<file path="src/aeg_pkg.sv">
// Package: constants and carrier types for the event gate and range reject block
package aeg_pkg;
  localparam int unsigned AEG_ADDR_W = 13;
  localparam int unsigned AEG_SEL_W = 4;
  localparam int unsigned AEG_CLK_MHZ = 40;
  localparam int unsigned AEG_VETO_HOLD_NS = 400;
  localparam int unsigned AEG_VETO_HOLD_CYC = (AEG_VETO_HOLD_NS * AEG_CLK_MHZ + 999) / 1000;
  localparam int unsigned AEG_CNT_W = 5;
  localparam logic [AEG_SEL_W-1:0] AEG_LIMIT_SEL_MIN = 4'h5;
  localparam logic [AEG_SEL_W-1:0] AEG_LIMIT_SEL_MAX = 4'hd;
  localparam logic [AEG_SEL_W-1:0] AEG_SHIFT_SEL_OFF = 4'hf;

  typedef enum logic [4:0] {
    AEG_IDLE = 5'h01,
    AEG_SAMPLE = 5'h02,
    AEG_CONVERT = 5'h04,
    AEG_STORE = 5'h08,
    AEG_DISCARD = 5'h10
  } aeg_state_t;

  typedef struct packed {
    logic [AEG_SEL_W-1:0] limit_sel;
    logic [AEG_SEL_W-1:0] shift_sel;
    logic gate_request_mode;
  } aeg_cfg_t;

  typedef struct packed {
    logic valid;
    logic [AEG_ADDR_W-1:0] addr;
  } aeg_result_t;
endpackage

</file>
<file path="src/aeg_range_check.sv">
// Module: address shift, underflow and overflow test on a finished conversion
`timescale 1ns/1ps
`default_nettype none
module aeg_range_check
  import aeg_pkg::*;
(
  input wire logic [AEG_ADDR_W-1:0] scaler,
  input wire logic [AEG_SEL_W-1:0] shift_sel,
  input wire logic [AEG_SEL_W-1:0] limit_sel,
  output logic [AEG_ADDR_W-1:0] addr,
  output logic in_range
);
  logic [AEG_ADDR_W-1:0] shift_val;
  logic [AEG_ADDR_W-1:0] limit_val;
  logic [AEG_ADDR_W:0] diff;
  logic [AEG_SEL_W-1:0] lim_c;

  always_comb begin
    // Powers of two only; out-of-range shift codes give no shift, out-of-range limit codes clamp
    shift_val = (shift_sel < AEG_SEL_W'(AEG_ADDR_W)) ? (AEG_ADDR_W'(1) << shift_sel) : '0;
    lim_c = (limit_sel < AEG_LIMIT_SEL_MIN) ? AEG_LIMIT_SEL_MIN :
            (limit_sel > AEG_LIMIT_SEL_MAX) ? AEG_LIMIT_SEL_MAX : limit_sel;
    limit_val = AEG_ADDR_W'((AEG_ADDR_W+1)'(1) << lim_c) - AEG_ADDR_W'(1);
    diff = {1'b0, scaler} - {1'b0, shift_val};
    addr = diff[AEG_ADDR_W-1:0];
    // Borrow means underflow; above top channel means overflow
    in_range = !diff[AEG_ADDR_W] && (addr <= limit_val);
  end
endmodule // aeg_range_check
`default_nettype wire

</file>
<file path="src/aeg_event_gate.sv">
// Module: converter event gate, veto window, range reject and store handshake
// Operation
// - Address above selected channel limit suppresses store and resets internally.
// - Subtract selected address shift before the overflow test.
// - Shifted address below zero is rejected like an overflow.
// - Channel limits include 32 and 64 channel groups.
// - In gate-request mode the linear gate stays closed without a request.
// - An asserted gate request opens the linear gate.
// - Peak detect closes the gate even while request remains.
// - Busy holds the gate closed; further requests have no effect.
// - Request works again only after reject or memory clear.
// - Gated events still pass thresholds, shift and limit checks.
// - Outside gate-request mode, veto at peak detect held about 400 ns discards the event.
// - Veto outside that window has no effect.
// - Vetoed event dead time equals time above low threshold.
// - Veto alone is never counted as dead time.
// - Address shift acts after conversion; conversion time independent of it.
// - Shift and limit settings are powers of two only.
`timescale 1ns/1ps
`default_nettype none
module aeg_event_gate
  import aeg_pkg::*;
(
  input wire logic clock,
  input wire logic rst_n,
  input wire aeg_cfg_t cfg,
  input wire logic gate_request,
  input wire logic veto,
  input wire logic low_threshold_detector,
  input wire logic high_threshold_detector,
  input wire logic peak_detect,
  input wire logic conv_done,
  input wire logic [AEG_ADDR_W-1:0] scaler,
  input wire logic mem_clear,
  output logic linear_gate_open,
  output logic busy,
  output logic dead_time,
  output logic converter_reset,
  output logic store,
  output logic [AEG_ADDR_W-1:0] store_addr
);
  ////////////////////////////////////////////////////////////////
  // Pin synchronisers; first stage read only by second
  logic [6:0] s1_q;
  logic [6:0] s2_q;
  always_ff @(posedge clock or negedge rst_n) begin
    if (!rst_n) begin
      s1_q <= '0;
      s2_q <= '0;
    end else begin
      s1_q <= {gate_request, veto, low_threshold_detector, high_threshold_detector,
               peak_detect, conv_done, mem_clear};
      s2_q <= s1_q;
    end
  end
  logic req_s, veto_s, lld_s, uld_s, pk_s, done_s, clr_s;
  assign {req_s, veto_s, lld_s, uld_s, pk_s, done_s, clr_s} = s2_q;

  logic pk_prev_q;
  logic done_prev_q;
  logic clr_prev_q;
  always_ff @(posedge clock or negedge rst_n) begin
    if (!rst_n) begin
      pk_prev_q <= 1'b0;
      done_prev_q <= 1'b0;
      clr_prev_q <= 1'b0;
    end else begin
      pk_prev_q <= pk_s;
      done_prev_q <= done_s;
      clr_prev_q <= clr_s;
    end
  end
  logic pk_rise, done_rise, clr_rise;
  assign pk_rise = pk_s && !pk_prev_q;
  assign done_rise = done_s && !done_prev_q;
  assign clr_rise = clr_s && !clr_prev_q;

  ////////////////////////////////////////////////////////////////
  // Range test on scaler result
  logic [AEG_ADDR_W-1:0] chk_addr;
  logic chk_ok;
  aeg_range_check u_range (
    .scaler(scaler),
    .shift_sel(cfg.shift_sel),
    .limit_sel(cfg.limit_sel),
    .addr(chk_addr),
    .in_range(chk_ok)
  );

  ////////////////////////////////////////////////////////////////
  // Event state machine
  aeg_state_t state_q;
  logic [AEG_CNT_W-1:0] veto_cnt_q;
  logic reject_d;
  logic accept_d;

  // Window counts only while veto holds; early veto alone counts nothing
  assign reject_d = (state_q == AEG_SAMPLE) && !veto_s;
  // Veto must still stand on the last sample, else the event converts
  assign accept_d = (state_q == AEG_SAMPLE) && veto_s && (veto_cnt_q == AEG_CNT_W'(AEG_VETO_HOLD_CYC));

  always_ff @(posedge clock or negedge rst_n) begin
    if (!rst_n) begin
      state_q <= AEG_IDLE;
      veto_cnt_q <= '0;
    end else begin
      case (state_q)
        AEG_IDLE: begin
          veto_cnt_q <= '0;
          // High threshold inhibits conversion
          if (pk_rise && lld_s && !uld_s &&
              (!cfg.gate_request_mode || linear_gate_open)) begin
            if (!cfg.gate_request_mode && veto_s) begin
              state_q <= AEG_SAMPLE;
              veto_cnt_q <= AEG_CNT_W'(1);
            end else begin
              state_q <= AEG_CONVERT;
            end
          end
        end
        AEG_SAMPLE: begin
          // Veto dropped early: event proceeds as normal
          if (reject_d) begin
            state_q <= AEG_CONVERT;
          end else if (veto_cnt_q == AEG_CNT_W'(AEG_VETO_HOLD_CYC)) begin
            state_q <= AEG_DISCARD;
          end else begin
            veto_cnt_q <= veto_cnt_q + AEG_CNT_W'(1);
          end
        end
        AEG_CONVERT: begin
          // Shift applied only on finished result
          if (done_rise) begin
            state_q <= chk_ok ? AEG_STORE : AEG_DISCARD;
          end
        end
        AEG_STORE: begin
          if (clr_rise) begin
            state_q <= AEG_IDLE;
          end
        end
        AEG_DISCARD: begin
          // Vetoed event is released once input falls below low threshold
          if (!lld_s) begin
            state_q <= AEG_IDLE;
          end
        end
        default: state_q <= AEG_IDLE;
      endcase
    end
  end

  ////////////////////////////////////////////////////////////////
  // Outputs, all registered
  always_ff @(posedge clock or negedge rst_n) begin
    if (!rst_n) begin
      linear_gate_open <= 1'b0;
    end else if (state_q != AEG_IDLE || pk_rise) begin
      linear_gate_open <= 1'b0;
    end else if (cfg.gate_request_mode) begin
      linear_gate_open <= req_s;
    end else begin
      linear_gate_open <= 1'b1;
    end
  end

  always_ff @(posedge clock or negedge rst_n) begin
    if (!rst_n) begin
      busy <= 1'b0;
      dead_time <= 1'b0;
    end else begin
      busy <= (state_q != AEG_IDLE);
      // Veto level itself never feeds dead time
      dead_time <= (state_q != AEG_IDLE) || (lld_s && linear_gate_open);
    end
  end

  always_ff @(posedge clock or negedge rst_n) begin
    if (!rst_n) begin
      converter_reset <= 1'b0;
    end else begin
      // One pulse when an event is thrown away internally
      converter_reset <= (state_q == AEG_CONVERT && done_rise && !chk_ok) || accept_d;
    end
  end

  always_ff @(posedge clock or negedge rst_n) begin
    if (!rst_n) begin
      store <= 1'b0;
      store_addr <= '0;
    end else if (state_q == AEG_CONVERT && done_rise && chk_ok) begin
      store <= 1'b1;
      store_addr <= chk_addr;
    end else if (state_q != AEG_STORE || clr_rise) begin
      store <= 1'b0;
    end
  end
endmodule // aeg_event_gate
`default_nettype wire

</file>
<file path="config.mk">
export PLATFORM = sky130hd
export DESIGN_NAME = aeg_event_gate
export DESIGN_NICKNAME = d
export VERILOG_FILES = /design/src/aeg_pkg.sv /design/src/aeg_range_check.sv /design/src/aeg_event_gate.sv
export SDC_FILE = /design/constraint.sdc
export NUM_CORES = 1
export LEC_CHECK = 0
export BUFFER_PORTS_ARGS = -buffer_cell sky130_fd_sc_hd__buf_4
export CORE_UTILIZATION = 56
export DETAILED_ROUTE_END_ITERATION = 6
export PLACE_DENSITY = 0.85
export SETUP_SLACK_MARGIN = 0.1
export SYNTH_ARGS = -nofsm -noshare
export SYNTH_HDL_FRONTEND = slang
export SYNTH_HIERARCHICAL = 1
export SYNTH_SLANG_ARGS = --single-unit
</file>
<file path="constraint.sdc">
create_clock -name clock -period 2 [get_ports clock]
set_input_delay 0.1 -clock clock [delete_from_list [all_inputs] [get_ports clock]]
set_output_delay 0.1 -clock clock [all_outputs]
set_load 0.02 [all_outputs]
</file>
; Word level (Yosys, flattened, before mapping)
; Index checks and enable logic that the tools add are counted.
[totals]
register_bits = 45
elab_cells = 90
input_bits = 31
out_inout_bits = 18
[classes]
add_sub_neg = 3
shift = 2
eq_ne = 15
muxes = 21
n_reduce_logical = 32
magnitude_cmp = 4
[op_table]
columns = cell, n
row1 = two-way mux 5 bit, 9
row2 = left shift 1 x 4 -> 13 bit (first input constant), 2
row3 = one-hot mux 5 bit (5 select lines), 1
row4 = logical AND 1 bit, 15
row5 = subtractor 13 x 13 -> 14 bit, 1
row6 = <= comparator 13 bit, 1
row7 = two-way mux 13 bit, 1
row8 = subtractor 13 x 2 -> 13 bit (second input constant), 1
row9 = inequality test 2 bit (second input constant), 6
row10 = == test 5 bit (second input constant), 2
row11 = one-hot mux 5 bit (2 select lines), 1
row12 = zero test 1 bit, 8
row13 = two-way mux 4 bit, 2
row14 = two-way mux 1 bit, 6
row15 = adder 5 x 1 -> 5 bit (second input constant), 1
row16 = == test 5 x 1 -> 1 bit (second input constant), 1
row17 = == test 5 x 2 -> 1 bit (second input constant), 1
row18 = == test 5 x 3 -> 1 bit (second input constant), 1
row19 = == test 5 x 4 -> 1 bit (second input constant), 1
row20 = logical OR 1 bit, 5
row21 = inequality test 5 x 1 -> 1 bit (second input constant), 1
row22 = inequality test 5 x 4 -> 1 bit (second input constant), 1
row23 = AND reduction 5 bit, 1
row24 = greater-than comparator 4 bit (second input constant), 1
row25 = 6 further kinds, 7

; Depth between registers and ports, before layout
; Gate-level depths: netlist (run 1).
[depth]
word_depth = 10
depth_mapped = 17
ltp_nobuf = 16

; Hierarchy
; Netlist (run 1), hierarchy kept.
[by_module_without_submodules]
columns = mod, seq_area_each_um2, cells_each, instances, area_each_um2
row1 = aeg_event_gate, 1127.3, 128, 1, 1731.7
row2 = aeg_range_check, 0.0, 157, 1, 1116.1

; Worst setup path before layout (run 1)
; No wires, ideal clock.
[synth_timing]
kind = in2reg
start = input cfg[3] (netlist bit)
end = register store_addr[1]
cell_stages = 17
required_ps = 1875
setup_ps = 125
path_buffers = 1
path_slack_ps = -1784
arrival_ps = 3660
cell_sequence = nor4_1 -> ha_1 -> inv_1 -> fa_1 -> a21o_1 -> a221oi_2 -> or3_4 -> a21oi_1 -> nand4b_1 -> ha_1 -> nand4_1 -> a21oi_1 -> a2111oi_0 -> a2bb2oi_1 -> nand3_2 -> buf_2 -> mux2_2
[synth_via]
elab_chain_cells = 6
elab_cells_between_ends = 8
cone_classes = add/sub: 1 / order compare: 2 / shift: 1 / mux: 1 / reduce/logical: 3
[synth_rtl]
columns = item, line
row1 = from (decl), aeg_event_gate.sv:26  ; input wire aeg_cfg_t cfg,
row2 = less-than comparator 4 bit or left shift 1 x 4 -> 13 bit (tied branches), aeg_range_check.sv:20  ; shift_val = (shift_sel < AEG_SEL_W'(AEG_ADDR_W)) ? (AEG_ADDR_W'(1) << shift_sel) : '0;
row3 = two-way mux 13 bit *, aeg_range_check.sv:20
row4 = subtractor 13 x 13 -> 14 bit *, aeg_range_check.sv:24  ; diff = {1'b0, scaler} - {1'b0, shift_val};
row5 = named net chk_addr[10], aeg_event_gate.sv:80  ; logic [AEG_ADDR_W-1:0] chk_addr;
row6 = <= comparator 13 bit *, aeg_range_check.sv:27  ; in_range = !diff[AEG_ADDR_W] && (addr <= limit_val);
row7 = logical AND 1 bit *, aeg_range_check.sv:27
row8 = named net chk_ok, aeg_event_gate.sv:81  ; logic chk_ok;
row9 = logical AND 1 bit *, aeg_event_gate.sv:191  ; end else if (state_q == AEG_CONVERT && done_rise && chk_ok) begin
row10 = to (signal assigned), aeg_event_gate.sv:193  ; store_addr <= chk_addr;
row11 = to (decl), aeg_event_gate.sv:40  ; output logic [AEG_ADDR_W-1:0] store_addr
; Mark *: on every way through the listed nets, which the timed path passes. The rest lies on a longest branch.
; A chain may end at the register's enable or synchronous reset.

; Final worst setup path (run 1)
[layout_timing]
start = input cfg[3] (netlist bit)
end = register store_addr[2]
; Same word-level chain as after synthesis.

==> metrics.md, run 1 <==
| Metric | Value |
|---|---|
| Clock network power share | `20.3%` |
| Reg power frac | `35.2%` |
| Worst R2R End | `state_q[4]` |
| Yosys cell types | `58` |
| H-tree depth | `2` |
| Setup repair after global routing missed its margin | `yes` |
| Sequential-to-total area share from yosys stat | `39.59%` |
| Fin crit period | `3.645 ns` |
| Post-place setup slack | `-1.995 ns` |
| Cell Area, Synth | `0.002848 sq mm` |
| Syn Inst Count | `285` |
| Worst hold slack | `0.02445 ns` |
| R2r setup slk | `0.18 ns` |
| HP Class | `in -> reg` |
| CP bufs+invs | `3` |
| Max IR drop VDD | `1.029 mV` |
| Area leader, netlist | `dfrtp_1` |
| Final design area excluding fillers | `0.004149 sq mm` |
| Power density over cell area | `850.3 mW/mm^2` |
| Area grow syn2layout | `45.69%` |
| Worst Hold Depth | `2` |
| Layout cells sized above 1 | `41.00%` |
| Port bufs | `48` |
| Leakage | `1.997 nW` |
| Number of global-route vias before repair | `2946` |
| Avg Synthesized Cell Area | `9.992 sq um` |
| Largest delay contributor family on the critical path | `compound AO/OA/AOI/OAI gates` |
| Crit path max fanout | `6` |
| Worst r2r path cells | `5` |
| Status | `finished with violations` |
| Vias | `2862` |
| Worst-Margin Slew | `0.5362 ns` |
| Sw Share | `37.00%` |
| Min-delay src | `cfg[0]` |
| Final Hold Vio Count | `0` |
| Int Pwr | `2.222 mW` |
| Comb pwr share | `44.4%` |
| Slew headroom | `64.26%` |
| Crit Reg-Reg Startpoint | `state_q[2]` |
| Row count | `25` |
| Num CTS Buffers | `5` |
| DPL Wire Length | `5.560 mm` |
| Largest net degree at the start of global routing | `46` |
| Arr. time, crit path | `3.84 ns` |
| Global-route wire length before repair | `13.87 mm` |
| Final setup viols | `17` |
| Power, Total | `3.528 mW` |
| Failing checks | `negative setup slack` |
| DR WL/cell | `18.42 um` |
| Routed Antenna Nets | `0` |
| Detailed-route DRC error count | `0` |
| Fillers | `242` |
| Die span in y | `73.31 um` |
| Core outline area | `0.004817 sq mm` |
| Clock buffer depth | `2` |
| GP Congestion | `0.8968` |
| Via-per-instance ratio | `5.853` |
| Inserted Diodes | `0` |
| Fin Clk Skew | `0.003857 ns` |
| Synth warn | `6` |
| Most frequent cell after synthesis | `dfrtp_1` |
| DRT iter0 DRCs | `304` |
| Post-synth top flop | `dfrtp_1` |
| CTS root buffer | `clkbuf_8` |
| Initial core utilization | `59.12%` |
| Drt pass-1 iters | `5` |
| Slowest CP cell | `ha_1` |
| GRT overflow | `0` |
| Slew Viols, Final | `0` |
| I/O Pins | `49` |
| Num Clock Sinks | `45` |
| Critical Setup Path Class | `in -> reg` |
| Synth area leaders | `dfrtp_1 (39%), ha_1 (13%), mux2_2 (5.5%)` |
| Asr flop ratio synth | `100.0%` |
| Initial antenna violation count | `0` |
| Area occupied by multi-input gates | `0.001742 sq mm` |
| Max Cap Viol | `0` |
| Worst-path cell chain | `buf_8 > nor4_4 > ha_2 > inv_2 > fa_2 > a21o_1 > a221oi_4 > or3_4 > a21oi_2 > nand4b_1 > ha_1 > nand4_1 > a21oi_1 > a2111oi_4 > a2bb2oi_2 > nand3_2 > buf_6 > mux2_2` |
| WP data required | `2.20 ns` |
| Die Area | `0.005374 sq mm` |
| Worst-path clk slew | `0.09 ns` |
| GRT Util Overall | `35.05%` |
| Reg area | `0.001127 sq mm` |
| Yosys top cell area share | `38.66%` |
| F_max | `274.3 MHz` |
| Most common library cells after synthesis | `dfrtp_1 (44), ha_1 (29), nand2_1 (24)` |
| Die width | `73.31 um` |
| Placed Area | `0.003800 sq mm` |
| Final setup margin | `-1.645 ns` |
| Max incr delay on CP | `0.35 ns` |
| Fin crit share | `182.3%` |
| CTS tree | `built` |
| Post-synth EDFFs | `0` |
| Setup crit end kind | `flop` |
| Register bit total from synthesis | `45` |
| Hold endpoint | `linear_gate_open` |
| Clk Latency, worst-skew pair | `0.31 ns` |
| Psw | `1.305 mW` |
| Routed WL | `9.007 mm` |
| CP startpoint kind | `primary input` |
| Layout Nets | `482` |
-- worst max path at each step --
stage / startpoint / endpoint / slack (ns) / cells past startpoint
after detailed placement: cfg[3] / store_addr[1] / -2.00 / 18
after floorplan: cfg[3] / store_addr[1] / -1.62 / 17
after CTS: cfg[3] / store_addr[1] / -1.52 / 18
after global placement: cfg[3] / store_addr[4] / -1.85 / 18
final: cfg[3] / store_addr[2] / -1.65 / 18
after global routing: cfg[3] / store_addr[1] / -1.79 / 18
-- cell families (layout without fill, tap and decap cells) --
kind of cell	Yosys count	after routing	share of synthesized area [%]
other	2	4	0.2637
flip-flops	45	45	39.59
AO/OA/AOI/OAI	62	62	14.89
multiplexers	15	15	6.063
adder cells (fa/ha/maj)	30	30	13.44
XOR/XNOR	14	14	4.306
AND/OR/NAND/NOR	97	97	18.76
buffers and inverters	20	155	2.680
-- routing by layer --
layer	wire [um]	up-vias	track usage, %
li1	-	1301	-
met1	3517	1347	41.06
met2	4431	159	60.60
met3	550	55	6.996
met4	507	0	18.80
met5	0	-	0
-- stage by stage --
stage / TNS [ns] / util, % / instances
after floorplan: -25.52 / - / 287
after CTS: -24.54 / 85.12 / 486
after detailed placement: -32.58 / 78.88 / 465
after global placement: -30.31 / 78.88 / 465
after global routing: -29.63 / 86.13 / 489
final: -27.17 / 86.13 / 489
-- placed cells by master, fill, tap and decap left out, drive strengths merged, types with 4 or more instances in the layout --
cell type,n
mux2,15
nor2,17
nor2b,9
a21o,6
nand3,14
nand2,24
buf,121
nand4,5
conb,4
nand2b,4
dlygate4sd3,8
inv,19
ha,29
dfrtp,44
a21oi,20
nor3,6
clkbuf,5
xnor2,11
o21ai,9
-- final cells by class --
cell class	instances	area share, %
Timing Repair Buffer	129	24.37
Inverter	18	1.628
Multi-Input combinational cell	222	41.98
Tap cell	67	2.021
Sequential cell	45	27.17
Clock inverter	3	1.176
Clock buffer	5	1.659
-- flip-flops by register name (all words and copies together) (netlist names), 5 cells and up --
name        cells
s2_q            7
state_q         5
s1_q            7
store_addr     13
veto_cnt_q      5
-- worst register-to-register path, cell delays in order (launching register included) --
cell and delay (ns):
dfrtp_1 0.47, or3_4 0.43, a2111oi_2 0.30, a211oi_1 0.17, a21oi_1 0.22, a21oi_1 0.09
-- power by group through the flow --
| stage | sequential, mW | clock, mW | combinational (mW) |
|---|---|---|---|
| after floorplan | 1.36 | 0 | 0.642 |
| after global placement | 1.22 | 0 | 1.33 |
| after detailed placement | 1.23 | 0 | 1.38 |
| after CTS | 1.21 | 0.712 | 1.44 |
| after global routing | 1.25 | 0.755 | 1.66 |
| final | 1.24 | 0.717 | 1.57 |
-- timing repair --
item,4_1_cts,5_1_grt
pin swaps,6,6
setup endpoints to repair,17,18
resized for setup,15,5
gates cloned,0,0
hold buffers,8,0
endpoints found under the hold margin,51,0
setup buffers,5,3
(Power assumes the default switching activity.)
==> inputs of run 2 (changes only) <==
--- a/config.mk
+++ b/config.mk
@@ -6,6 +6,7 @@
 export NUM_CORES = 1
 export LEC_CHECK = 0
 export BUFFER_PORTS_ARGS = -buffer_cell sky130_fd_sc_hd__buf_4
+export CORE_MARGIN = 4
 export CORE_UTILIZATION = 56
 export DETAILED_ROUTE_END_ITERATION = 6
 export PLACE_DENSITY = 0.85
==> run 2 against run 1 <==
The flow still finishes with violations (negative setup slack). Hold slack better by 0.31 ns. Non-clock buffer count grew 1. Sequential cell count unchanged. Register-to-register slack got worse by 0.21 ns. Via count up 7.3%. Routed wire length increased by 16%. Fmax is 4.5% lower. Cell area increased by 1.7%. Clock skew grew 0.0037 ns. Global-route usage fell by 4.0 points. Critical path depth unchanged. Largest cell class unchanged. Highest routed layer unchanged.
==> metrics.md, run 2 (synthesis results as in run 1) <==
| Metric | Value |
|---|---|
| Top Registers | `store_addr: 13 flops, s1_q: 7 flops, s2_q: 7 flops` |
| Clk Latency, worst-skew pair | `0.31 ns (about the same)` |
| Critical Setup Path Class | `in -> reg` |
| Crit path max fanout | `7 (+1)` |
| Die width | `79.31 um (+8.2%)` |
| Fin crit share | `190.9% (+8.7 points)` |
| Global-route wire length before repair | `15.04 mm (+8.4%)` |
| Core outline area | `0.004817 sq mm (unchanged)` |
| Die Area | `0.006290 sq mm (+17%)` |
| Fin Clk Skew | `0.007564 ns (+0.003707 ns)` |
| Fin crit period | `3.818 ns (+0.1731 ns)` |
| Vias | `3070 (+7.3%)` |
| H-tree depth | `2 (unchanged)` |
| Worst-Margin Slew | `0.6740 ns (+0.1379 ns)` |
| Area occupied by multi-input gates | `0.001798 sq mm (+3.2%)` |
| CTS tree | `built` |
| Setup crit end kind | `flop` |
| DRT iter0 DRCs | `313 (+3.0%)` |
| Clock buffer depth | `2 (unchanged)` |
| Inserted Diodes | `0 (unchanged)` |
| Drt pass-1 iters | `5 (unchanged)` |
| Largest net degree at the start of global routing | `46 (unchanged)` |
| Arr. time, crit path | `4.02 ns (+0.18 ns)` |
| Detailed-route DRC error count | `0 (unchanged)` |
| GRT overflow | `0 (unchanged)` |
| Commonest non-fill, non-tap cell in the layout | `buf_4` |
| Worst-path clk slew | `0.10 ns (about the same)` |
| Max reg flops | `13 (unchanged)` |
| Most flops, register | `store_addr` |
| Port bufs | `48 (unchanged)` |
| Row count | `25 (unchanged)` |
| Setup repair after global routing missed its margin | `yes` |
| Slew Viols, Final | `0 (unchanged)` |
| Routed Antenna Nets | `0 (unchanged)` |
| Area grow syn2layout | `48.15%` |
| Fillers | `232 (-4.1%)` |
| Power density over cell area | `870.6 mW/mm^2 (+2.4%)` |
| Max IR drop VDD | `0.9374 mV (-8.9%)` |
| Final setup margin | `-1.818 ns (-0.1731 ns)` |
| Reg area | `0.001127 sq mm (unchanged)` |
| Largest delay contributor family on the critical path | `compound AO/OA/AOI/OAI gates` |
| Post-place setup slack | `-2.004 ns (-0.008880 ns)` |
| Worst hold slack | `0.3337 ns (+0.3092 ns)` |
| Num Clock Sinks | `45 (unchanged)` |
| Worst-path cell chain | `buf_4 > nor2b_1 > nand2_1 > ha_1 > nor2b_1 > o2111ai_2 > a211oi_2 > buf_4 > nor3_1 > xnor2_1 > ha_1 > a21oi_1 > a21boi_0 > a2111oi_4 > a2bb2oi_2 > nand3_2 > buf_6 > mux2_4` |
| Layout cells sized above 1 | `43.03% (+2.0 points)` |
| Failing checks | `negative setup slack` |
| WP data required | `2.21 ns (about the same)` |
| Layout Nets | `483 (+0.21%)` |
| Num CTS Buffers | `5 (unchanged)` |
| DR WL/cell | `21.27 um (+15%)` |
| CP startpoint kind | `primary input` |
| Initial antenna violation count | `0 (unchanged)` |
| Most frequent cells in the layout | `buf_4 (115), dfrtp_1 (44), ha_1 (26)` |
| Via-per-instance ratio | `6.265 (+7.0%)` |
| Status | `finished with violations` |
| HP Class | `in -> async` |
| Setup TNS | `-29.67 ns (-2.497 ns)` |
| Final setup viols | `17 (unchanged)` |
| CTS root buffer | `clkbuf_8` |
| GP Congestion | `0.8872 (-1.1%)` |
| Leakage | `2.003 nW (+0.34%)` |
| F_max | `261.9 MHz (-4.5%)` |
| Slowest CP cell | `a2111oi_4` |
| Routed WL | `10.42 mm (+16%)` |
| Power, Total | `3.673 mW (+4.1%)` |
| I/O Pins | `49 (unchanged)` |
| Max incr delay on CP | `0.37 ns (+0.02 ns)` |
| Number of global-route vias before repair | `3062 (+3.9%)` |
| Die span in y | `79.31 um (+8.2%)` |
| Final Hold Vio Count | `0 (unchanged)` |
| GRT Util Overall | `31.02% (-4.0 points)` |
| CP bufs+invs | `3 (unchanged)` |
| DPL Wire Length | `5.868 mm (+5.5%)` |
| Initial core utilization | `59.12% (unchanged)` |
| Slew headroom | `54.79% (-9.5 points)` |
| Max Cap Viol | `0 (unchanged)` |
[run 2: power by group]
part           total [mW]  switching [mW]  internal (mW)
Combinational        1.69           0.902          0.785
Sequential           1.25           0.153           1.09
Clock               0.740           0.359          0.381
Total                3.67            1.41           2.26
[run 2: timing repair]
| action | 4_1_cts | 5_1_grt |
|---|---|---|
| endpoints found under the setup margin | 17 | 19 |
| hold buffers | 8 | 1 |
| cloned | 0 | 0 |
| pin swaps | 8 | 4 |
| hold endpoints to repair | 51 | 1 |
| buffers inserted | 3 | 7 |
| resized for setup | 19 | 12 |
[run 2: per-stage QoR]
step                      utilization, %  instance area, sq um  cells
after detailed placement           78.57                  3785    463
after CTS                          84.94                  4091    482
after global routing               87.58                  4219    490
after floorplan                        -                  2883    287
final                              87.58                  4219    490
after global placement             78.57                  3785    463
[run 2: routing by layer]
layer | up-vias | wire [um] | track usage [%]
met4 | 0 | 785 | 16.84
met5 | - | 0 | 0
met1 | 1433 | 3865 | 36.58
li1 | 1301 | - | -
met3 | 102 | 803 | 6.916
met2 | 234 | 4967 | 52.36
[run 2: worst paths after layout]
| check | slack [ns] | endpoint | cells after the start | from |
|---|---|---|---|---|
| min | 0.33 | s1_q[3] | 2 | rst_n |
| min reg2reg | 0.36 | s2_q[2] | 0 | s1_q[2] |
| max in group asynchronous | 1.29 | store_addr[11] | 2 | rst_n |
| max | -1.82 | store_addr[1] | 18 | cfg[1] |
| min in group clock | 0.36 | s2_q[2] | 0 | s1_q[2] |
| max reg2reg | -0.03 | state_q[4] | 5 | state_q[3] |
[run 2: worst reg2reg max path: stages (launching register included)]
cell and delay [ns]:
dfrtp_1 0.45, or3_4 0.44, a2111oi_2 0.43, a211oi_1 0.23, a21oi_1 0.26, a21oi_1 0.07
[run 2: final cells by class]
cell class                      instances  share of cell area [%]
Clock buffer                            5                   1.631
Timing Repair Buffer                  130                   24.29
Tap cell                               67                   1.987
Inverter                               18                   1.601
Multi-Input combinational cell        222                   42.62
Clock inverter                          3                   1.157
Sequential cell                        45                   26.72
